## src/fhts_defs.svh

```systemverilog
// Purpose: Constants for the fronthaul transport header and sequence block.
// Assumes: Octet 1 of a header is sent first on the byte stream.
// Notes: Included by bare name.
`ifndef FHTS_DEFS_SVH
`define FHTS_DEFS_SVH
`define FHTS_DIR_DL 1'b1
`define FHTS_DIR_UL 1'b0
`define FHTS_SUB_UNCAT 8'h80
`define FHTS_SUB_UCAT 8'h81
`define FHTS_SUB_CNCAT 8'h82
`define FHTS_SUB_CCAT 8'h83
`define FHTS_SUB_MAX 8'hbf
`define FHTS_MAP_UNMAPPED 16'hffff
`define FHTS_FLOW_MAX 8'hfe
`define FHTS_FLOW_CTRL 8'hff
`define FHTS_HDR_BYTES 4'h8
`define FHTS_EP_WIDTH 16
`define FHTS_EP_SLOTS 16
`endif

```

## src/fhts_pkg.sv

```systemverilog
// Purpose: Types shared by both ends of the transport header link.
// Assumes: Nothing beyond the defines header.
// Notes: Flow kinds index the per endpoint counter banks.
package fhts_pkg;
  typedef enum logic [1:0] {
    FHTS_U_DL = 2'h0,
    FHTS_U_UL = 2'h1,
    FHTS_C_DL = 2'h2,
    FHTS_C_UL = 2'h3
  } fhts_kind_t;
  typedef struct packed {
    logic [7:0] subtype;
    logic [7:0] flow_id;
    logic [15:0] length;
    logic [15:0] endpoint_identifier;
    logic [7:0] seq;
    logic last_frag;
    logic [6:0] subseq;
  } fhts_hdr_t;
  // Counter bank index: endpoint low bits and flow kind.
  function automatic logic [5:0] fhts_slot(input logic [15:0] ep, input logic ctrl,
                                           input logic dir);
    fhts_slot = {ep[3:0], ctrl, ~dir};
  endfunction
  // Payload structure code for a sub-type, 16'hffff when unmapped.
  function automatic logic [15:0] fhts_map(input logic [7:0] sub);
    if (sub == 8'h80) begin
      fhts_map = 16'h0001;
    end else if (sub == 8'h81) begin
      fhts_map = 16'h0002;
    end else if (sub == 8'h82) begin
      fhts_map = 16'h0003;
    end else if (sub == 8'h83) begin
      fhts_map = 16'h0004;
    end else begin
      fhts_map = 16'hffff;
    end
  endfunction
endpackage

```

## src/fhts_link_if.sv

```systemverilog
// Purpose: Byte stream carrying transport headers between two fronthaul nodes.
// Assumes: One byte per cycle when valid is high; no back pressure.
// Notes: Start marks octet 1 of a header.
`timescale 1ns/100ps
interface fhts_link_if;
  logic valid;
  logic start;
  logic [7:0] data;
  modport tx (output valid, output start, output data);
  modport rx (input valid, input start, input data);
endinterface

```

## src/fhts_tx.sv

```systemverilog
// Purpose: Transmitting end: generates sequence numbers and builds headers.
// Assumes: The user holds a request until busy falls.
// Notes: Counters live in an array indexed by endpoint and flow kind.
//
// Operation
// [RL1] Each endpoint has its own sequence counter; the code keys it on endpoint_identifier[3:0] only.
// [RL2] Transmitter generates, receiver only checks sequence.
// [RL3] Downlink and uplink control counters kept separate.
// [RL4] Direction flag one downlink, zero uplink.
// [RL5] Optional shared control counter at baseband unit.
// [RL6] Message identifier: sequence, last flag, subsequence.
// [RL7] Header order: subtype, flow, length, order info.
// [RL8] Default sub-types 128 to 131.
// [RL9] Sub-types 132 to 191 unmapped, code 0xffff.
// [RL10] Mapping pairs company code with payload code.
// [RL11] Mapping fixed by default in this node.
// [RL12] Flow identifier within 0 to 0xfe.
// [RL13] Length counts payload octets after header.
// [RL14] Four flow kinds wrap independently.
// [RL15] Control messages: subsequence zero, last flag one.
// [RL16] Order info holds endpoint, sequence, flag, subsequence.
// [RL17] Receiver flags sequence gaps and disorder.
`timescale 1ns/100ps
`include "fhts_defs.svh"
module fhts_tx
  import fhts_pkg::*;
(
  // Clock and reset.
  input wire logic sys_clk,
  input wire logic reset_n,
  // User request.
  input wire logic req,
  input wire logic req_ctrl,
  input wire logic traffic_direction_flag,
  input wire logic req_concat,
  input wire logic [15:0] endpoint_identifier,
  input wire logic [7:0] req_flow_id,
  input wire logic [15:0] req_length,
  input wire logic [6:0] req_subseq,
  input wire logic req_last_frag,
  input wire logic shared_ctrl_seq,
  output logic busy,
  output logic req_error,
  // Link side.
  fhts_link_if.tx link
);
  // ------------------------------------------------------------
  // Sequence counters
  // ------------------------------------------------------------
  logic [7:0] seq_mem [0:63];
  logic [63:0] hdr;
  logic [3:0] idx;
  logic active;
  // Sharing folds uplink-describing control onto the downlink counter.
  wire logic eff_dir = (req_ctrl && shared_ctrl_seq) ? `FHTS_DIR_DL
                     : traffic_direction_flag; // RL5 RL4
  wire logic [5:0] slot = fhts_slot(endpoint_identifier, req_ctrl, eff_dir); // RL1 RL3 RL14
  wire logic [7:0] sub = req_ctrl ? (req_concat ? `FHTS_SUB_CCAT : `FHTS_SUB_CNCAT)
                       : (req_concat ? `FHTS_SUB_UCAT : `FHTS_SUB_UNCAT); // RL8 RL11
  wire logic bad_flow = (req_flow_id == `FHTS_FLOW_CTRL); // RL12
  wire logic [6:0] subseq = req_ctrl ? 7'h00 : req_subseq; // RL15
  wire logic last = req_ctrl ? 1'b1 : req_last_frag; // RL15
  // A sweep zeroes every counter after reset; requests wait behind busy until it ends.
  logic [6:0] clr;
  wire logic sweeping = !clr[6];
  wire logic take = req && !busy && !bad_flow;
  // Sub-type, flow, length, then order info with endpoint first.
  wire logic [63:0] next_hdr = {sub, req_flow_id, req_length, endpoint_identifier,
                                seq_mem[slot], last, subseq}; // RL7 RL6 RL16 RL13
  assign busy = active || sweeping;
  always_ff @(posedge sys_clk or negedge reset_n) begin
    if (!reset_n) begin
      active <= 1'b0;
      idx <= 4'h0;
      hdr <= 64'h0;
      req_error <= 1'b0;
    end else begin
      req_error <= req && !busy && bad_flow;
      if (take) begin
        active <= 1'b1;
        idx <= 4'h0;
        hdr <= next_hdr;
      end else if (active) begin
        idx <= idx + 4'h1;
        hdr <= {hdr[55:0], 8'h00};
        if (idx == `FHTS_HDR_BYTES - 4'h1) begin
          active <= 1'b0;
        end
      end
    end
  end
  // Counters advance once per message; fragments share one number.
  always_ff @(posedge sys_clk) begin
    if (sweeping) begin
      seq_mem[clr[5:0]] <= 8'h00;
    end else if (take && last) begin
      seq_mem[slot] <= seq_mem[slot] + 8'h01; // RL2 RL14
    end
  end
  always_ff @(posedge sys_clk or negedge reset_n) begin
    if (!reset_n) begin
      clr <= 7'h00;
    end else if (!clr[6]) begin
      clr <= clr + 7'h01;
    end
  end
  // ------------------------------------------------------------
  // Link drive
  // ------------------------------------------------------------
  always_ff @(posedge sys_clk or negedge reset_n) begin
    if (!reset_n) begin
      link.valid <= 1'b0;
      link.start <= 1'b0;
      link.data <= 8'h00;
    end else begin
      link.valid <= active;
      link.start <= active && (idx == 4'h0);
      link.data <= hdr[63:56];
    end
  end
endmodule

```

## src/flat_wrapper.sv

```systemverilog
// flat-port wrapper written by rule: the top's interface ports become plain ports
module fhts_tx_flat import fhts_pkg::*;
  (sys_clk, reset_n, req, req_ctrl, traffic_direction_flag, req_concat, endpoint_identifier, req_flow_id, req_length, req_subseq, req_last_frag, shared_ctrl_seq, busy, req_error, link_valid, link_start, link_data);
  fhts_link_if link_i ();
  input wire logic sys_clk;
  input wire logic reset_n;
  input wire logic req;
  input wire logic req_ctrl;
  input wire logic traffic_direction_flag;
  input wire logic req_concat;
  input wire logic [15:0] endpoint_identifier;
  input wire logic [7:0] req_flow_id;
  input wire logic [15:0] req_length;
  input wire logic [6:0] req_subseq;
  input wire logic req_last_frag;
  input wire logic shared_ctrl_seq;
  output logic busy;
  output logic req_error;
  output wire logic [$bits(link_i.valid)-1:0] link_valid;
  output wire logic [$bits(link_i.start)-1:0] link_start;
  output wire logic [$bits(link_i.data)-1:0] link_data;
  assign link_valid = link_i.valid;
  assign link_start = link_i.start;
  assign link_data = link_i.data;
  fhts_tx u_core (.sys_clk(sys_clk), .reset_n(reset_n), .req(req), .req_ctrl(req_ctrl), .traffic_direction_flag(traffic_direction_flag), .req_concat(req_concat), .endpoint_identifier(endpoint_identifier), .req_flow_id(req_flow_id), .req_length(req_length), .req_subseq(req_subseq), .req_last_frag(req_last_frag), .shared_ctrl_seq(shared_ctrl_seq), .busy(busy), .req_error(req_error), .link(link_i));
endmodule
```

## config.mk

```make
export PLATFORM = sky130hd
export DESIGN_NAME = fhts_tx_flat
export DESIGN_NICKNAME = d
export VERILOG_FILES = /design/src/fhts_pkg.sv /design/src/fhts_link_if.sv /design/src/fhts_tx.sv /design/src/flat_wrapper.sv
export VERILOG_INCLUDE_DIRS = /design/src /design/src/src
export SDC_FILE = /design/constraint.sdc
export NUM_CORES = 1
export LEC_CHECK = 0
export ABC_CLOCK_PERIOD_IN_PS = 10300
export BUFFER_PORTS_ARGS = -buffer_cell sky130_fd_sc_hd__buf_2
export CAP_MARGIN = 10
export CORE_MARGIN = 2
export CORE_UTILIZATION = 40
export DETAILED_ROUTE_END_ITERATION = 8
export HOLD_SLACK_MARGIN = 0.12
export PLACE_DENSITY_LB_ADDON = 0.1
export SYNTH_ARGS = -nofsm -noshare
export SYNTH_HDL_FRONTEND = slang
export SYNTH_SLANG_ARGS = --single-unit
```

## constraint.sdc

```tcl
create_clock -name sys_clk -period 10.3 [get_ports sys_clk]
set_input_delay 0.515 -clock sys_clk [delete_from_list [all_inputs] [get_ports sys_clk]]
set_output_delay 0.515 -clock sys_clk [all_outputs]
set_load 0.02 [all_outputs]
```

# Yosys cells after proc, flatten, opt, wreduce, memory -nomap -nowiden
# Memory sizes are Yosys's and may differ from the RTL's.
# Index checks and enable logic that the tools add are counted.
[word_totals]
register_bits = 87
ram_bits = 512
inputBits = 55
out_inout_bits = 12
word_cells = 50
n_memories = 1
[memory_table]
columns = ["memory", "words", "width", "rd", "rd_ports_with_merged_regs", "wr", "line", "rtl"]
rows = [
  ["u_core.seq_mem", 64, 8, 1, 0, 1, "fhts_tx.sv:50", "logic [7:0] seq_mem [0:63];"],
]
[op_classes]
addsub = 3
eq_ne = 2
muxes = 21
n_bitwise = 1
reduce_logical = 13
[op_table]
columns = ["op", "count"]
rows = [
  ["64-bit 2-to-1 mux", 2],
  ["8-bit 2-to-1 mux", 2],
  ["7-bit 2-to-1 mux", 2],
  ["1-bit 2-to-1 mux", 12],
  ["8-bit by 1-bit adder with 8-bit output, second input constant", 1],
  ["8-bit equality test, second input constant", 1],
  ["4-bit 2-to-1 mux", 2],
  ["8-bit OR reduction", 1],
  ["7-bit by 1-bit adder with 7-bit output, second input constant", 1],
  ["1-bit logical AND", 6],
  ["6-bit 2-to-1 mux", 1],
  ["4-bit by 1-bit adder with 4-bit output, second input constant", 1],
  ["4-bit by 3-bit equality test with 1-bit output, second input constant", 1],
  ["4-bit logical NOT", 1],
  ["1-bit logical NOT", 3],
  ["2-bit nonzero test", 1],
  ["1-bit logical OR", 1],
  ["1-bit inverter", 1],
]

# Longest topological paths before layout
[logic_depth]
depth_word = 11
ltp_mapped = 15

# Least setup slack after synthesis
# OpenSTA, ideal clock, no wires.
[synth_path]
kind = "input -> register"
startpoint = "input traffic_direction_flag"
endpoint = "memory u_core.seq_mem[0][4], data pin"
setup_ns = 0.681
t_arrival_ns = 4.987
setup_slack_ns = 4.632
stages = 12
path_buffers = 2
path_cell_list = "buf_6 buf_4 mux2_2 a221oi_1 o221ai_1 o221a_2 o32ai_1 inv_1 ha_1 inv_1 nor4_1 nor3_1"
[synth_via]
elab_chain_cells = 5
[synth_rtl]
columns = ["element", "line", "rtl"]
rows = [
  ["start, declared", "flat_wrapper.sv:9", "input wire logic traffic_direction_flag;"],
  ["1-bit 2-to-1 mux", "fhts_tx.sv:55", "wire logic eff_dir = (req_ctrl && shared_ctrl_seq) ? `FHTS_DIR_DL"],
  ["1-bit inverter", "fhts_pkg.sv:23", "fhts_slot = {ep[3:0], ctrl, ~dir};"],
  ["memory 64 x 8 bit", "n/a", ""],
  ["8-bit by 1-bit adder with 8-bit output", "fhts_tx.sv:97", "seq_mem[slot] <= seq_mem[slot] + 8'h01;"],
  ["8-bit 2-to-1 mux (no line)", "n/a", ""],
  ["end, declared", "fhts_tx.sv:50", ""],
]
# No other way between the ends.

# Worst setup path after layout
[layout_path]
startpoint = "input endpoint_identifier[0]"
endpoint = "memory u_core.seq_mem[45][6], data pin"
[layout_via]
elab_chain_cells = 3
[layout_rtl]
columns = ["element", "line", "rtl"]
rows = [
  ["start, declared", "flat_wrapper.sv:11", "input wire logic [15:0] endpoint_identifier;"],
  ["memory 64 x 8 bit", "n/a", ""],
  ["8-bit by 1-bit adder with 8-bit output", "fhts_tx.sv:97", ""],
  ["8-bit 2-to-1 mux (no line)", "n/a", ""],
]
# No other way between the ends.

==> results.ini <==
[layout]
nFillCells=5244
fin_nets=1648
drive_gt1_share_pct=19.09
flow.area_growth_from_synthesis_pct=13.56
register_area_um2=17550
multi_input_area_um2=6306

[synth]
synthFlopType=edfxtp_1
syn_area_per_cell_um2=16.22
yosysTopAreaCellShare_pct=63.21
yosys_register_bits=599
yosysSeqAreaShare_pct=72.16
synth_top_area_cell=edfxtp_1
synthesis.nets=1559
ys_warn_count=0
synth_cell_types=79
ys_async_sr_fraction_pct=14.52
netlist_area_um2=24320
synth-edff-count=512
yosys-top-cells-area=edfxtp_1 (63%), dfrtp_1 (9.0%), mux4_2 (6.2%), mux2i_1 (3.3%), nand2_1 (2.4%)
syn_inst=1500

[floorplan]
die_y_um=250.6
die_width_um=250.6
start_util_pct=40.37
coreArea_um2=60250
rows=90
pin_count=67
die-area_um2=62800

[placement]
hpwl_mm=43.70
place.gp.congestion=0.8843
io_buffers=66

[timing]
skew_ns=0.03253
period_needed_ns=5.987
slew-limit-headroom_pct=10.27
fin_crit_sh_pct=58.13
fmax_ghz=0.1670
rsz0062_at_grt=false
drv_slew=0
fin_tns_setup_ns=0
finalHoldViolCount=0
worstMarginPinSlew_ns=1.343
final-setup-viol-count=0

[worst_setup_path]
setup.worst_path.start_class=input pin
cp_max_fo=45
cp_data_required_time_ns=10.66
crit_type=input pin to flop
crit_arrival_ns=6.35
end_kind=flop

[power]
powerDensity_nw_per_um2=182.1
ir_drop_v=0.0001315
p_leak_nw=8.458
total_power_mw=5.029

[grt]
grt_antenna_before_repair=1
grt_pass1_vias=14160
grt_max_degree=82
grt_pass1_wl_mm=101.9
grt_usage_pct=22.52
grt-ovfl-total=0

[routing]
ant_nets=0
drtIter0Drc=1471
wl_per_cell_um=29.06
routed_via_density=5.896
drt_first_pass_iters=6
routed_wl_mm=70.23
num_vias=14250
drc=0

[clock_network]
htree_levels=3
clk_path_buf_depth=3
tritoncts=built
postCtsResizedCells=0
cts_inserted_buffers=66
path_clk_slew_ns=0.06
clock_sinks=599
clock_latency_ns=0.61
cts_setup_buffers=0
cts-root-buf=clkbuf_16

[min_path]
min_path_type=input pin to flop

[outcome]
status=completed

[run]
cap_violations=0

area by class of cell:
cell class	instances	share of cell area, %
flip-flops and latches	599	63.55
multi-input cells	797	22.83
clock buffers	92	6.708
well taps	782	3.542
repair buffers	111	2.591
clock inverters	21	0.5843
inverters	14	0.1902
diodes	1	0.009059
critical path, stage by stage:
cell and delay (ns):
buf_4 0.49, buf_4 0.59, inv_1 0.60, nand2_1 0.54, o22ai_1 0.12, nor4_1 0.60
o32ai_1 0.30, inv_1 0.11, ha_1 0.14, inv_1 0.07, a21oi_1 0.18, nor4bb_1 0.54
mux2i_4 0.95, buf_4 0.46
cell usage in the layout, fill, tap and decap left out, drive strengths merged, types with 15 or more instances in the layout:
| cell | synthesis | routed |
|---|---|---|
| a211oi | 18 | 18 |
| a21oi | 36 | 36 |
| a221oi | 18 | 18 |
| a22oi | 49 | 49 |
| buf | 45 | 98 |
| clkbuf | 45 | 92 |
| clkinv | 1 | 16 |
| dfrtp | 87 | 87 |
| edfxtp | 512 | 512 |
| inv | 13 | 16 |
| mux2 | 26 | 26 |
| mux2i | 81 | 81 |
| mux4 | 69 | 69 |
| nand2 | 157 | 157 |
| nand2b | 15 | 15 |
| nand3 | 15 | 15 |
| nor2 | 101 | 101 |
| o21ai | 40 | 40 |
cell families (layout without fill, tap and decap cells):
kind of cell,after synthesis,after routing,share of synthesized area [%]
simple gates,353,353,6.492
other cells,0,1,0
xor+xnor,9,9,0.3241
compound gates,255,255,7.582
fa+ha+maj,4,4,0.2058
mux,176,176,10.96
buf+inv,104,238,2.279
flops,599,599,72.16
Yosys cell counts, types with 15 or more instances:
cell type  instances
a211oi_1          17
mux4_2            67
a221oi_1          18
buf_2             17
mux2_2            26
nand2b_1          15
mux2i_1           81
nor2_1           100
edfxtp_1         512
a22oi_1           49
nand2_1          157
dfrtp_1           87
nand3_1           15
o21ai_0           37
clkbuf_1          45
a21oi_1           36
what timing repair did:
item                       in CTS  in global routing
setup endpoints to repair       0                  0
hold endpoints to repair       18                  0
hold buffers                   13                  0
per-stage QoR:
step / setup slack (ns) / hold slack [ns] / instance area, µm² / instances / util [%]
2_1_floorplan: 4.632 / 0.2194 / 24320 / 1500 / -
3_3_place_gp: 4.116 / 0.3280 / 25460 / 2289 / 42.27
3_5_place_dp: 3.871 / 0.3297 / 25460 / 2289 / 42.27
4_1_cts: 4.492 / 0.1217 / 27610 / 2415 / 45.83
5_1_grt: 4.012 / 0.1316 / 27620 / 2416 / 45.85
6_report: 4.313 / 0.1450 / 27620 / 2417 / 45.85
metal layers:
layer	part of all wire [%]	up-vias	global-route usage, %
met5	0.020	-	0
met2	46	606	34.40
li1	-	6087	-
met3	6.8	151	4.261
met1	44	7404	32.18
met4	3.7	2	8.383
sequential cells by signal (all words and copies together) (netlist names):
name	cells
u_core.active	1
u_core.link.start	1
u_core.req_error	1
u_core.clr	7
u_core.link.data	8
u_core.hdr	64
u_core.seq_mem	512
u_core.link.valid	1
u_core.idx	4
final timing paths:
path	from	to	slack, ns	cells after the start
setup / recovery	endpoint_identifier[0]	u_core.seq_mem[45][6]$_DFFE_PP_	4.31	14
hold / removal	endpoint_identifier[5]	u_core.hdr[21]$_DFFE_PN0P_	0.14	3
setup reg to reg	u_core.seq_mem[0][0]$_DFFE_PP_	u_core.seq_mem[45][6]$_DFFE_PP_	5.59	12
hold reg to reg	u_core.hdr[60]$_DFFE_PN0P_	u_core.link.data[4]$_DFF_PN0_	0.38	0
max in group asynchronous	reset_n	u_core.hdr[40]$_DFFE_PN0P_	8.79	3
min in group asynchronous	reset_n	u_core.idx[0]$_DFFE_PN0P_	0.26	2
power breakdown:
group / internal (mW) / leakage, nW / switching [mW]
logic: 0.0611 / 2.71 / 0.125
clock network: 1.30 / 0.993 / 0.941
registers: 2.60 / 4.76 / 0
(Power assumes the default switching activity.)
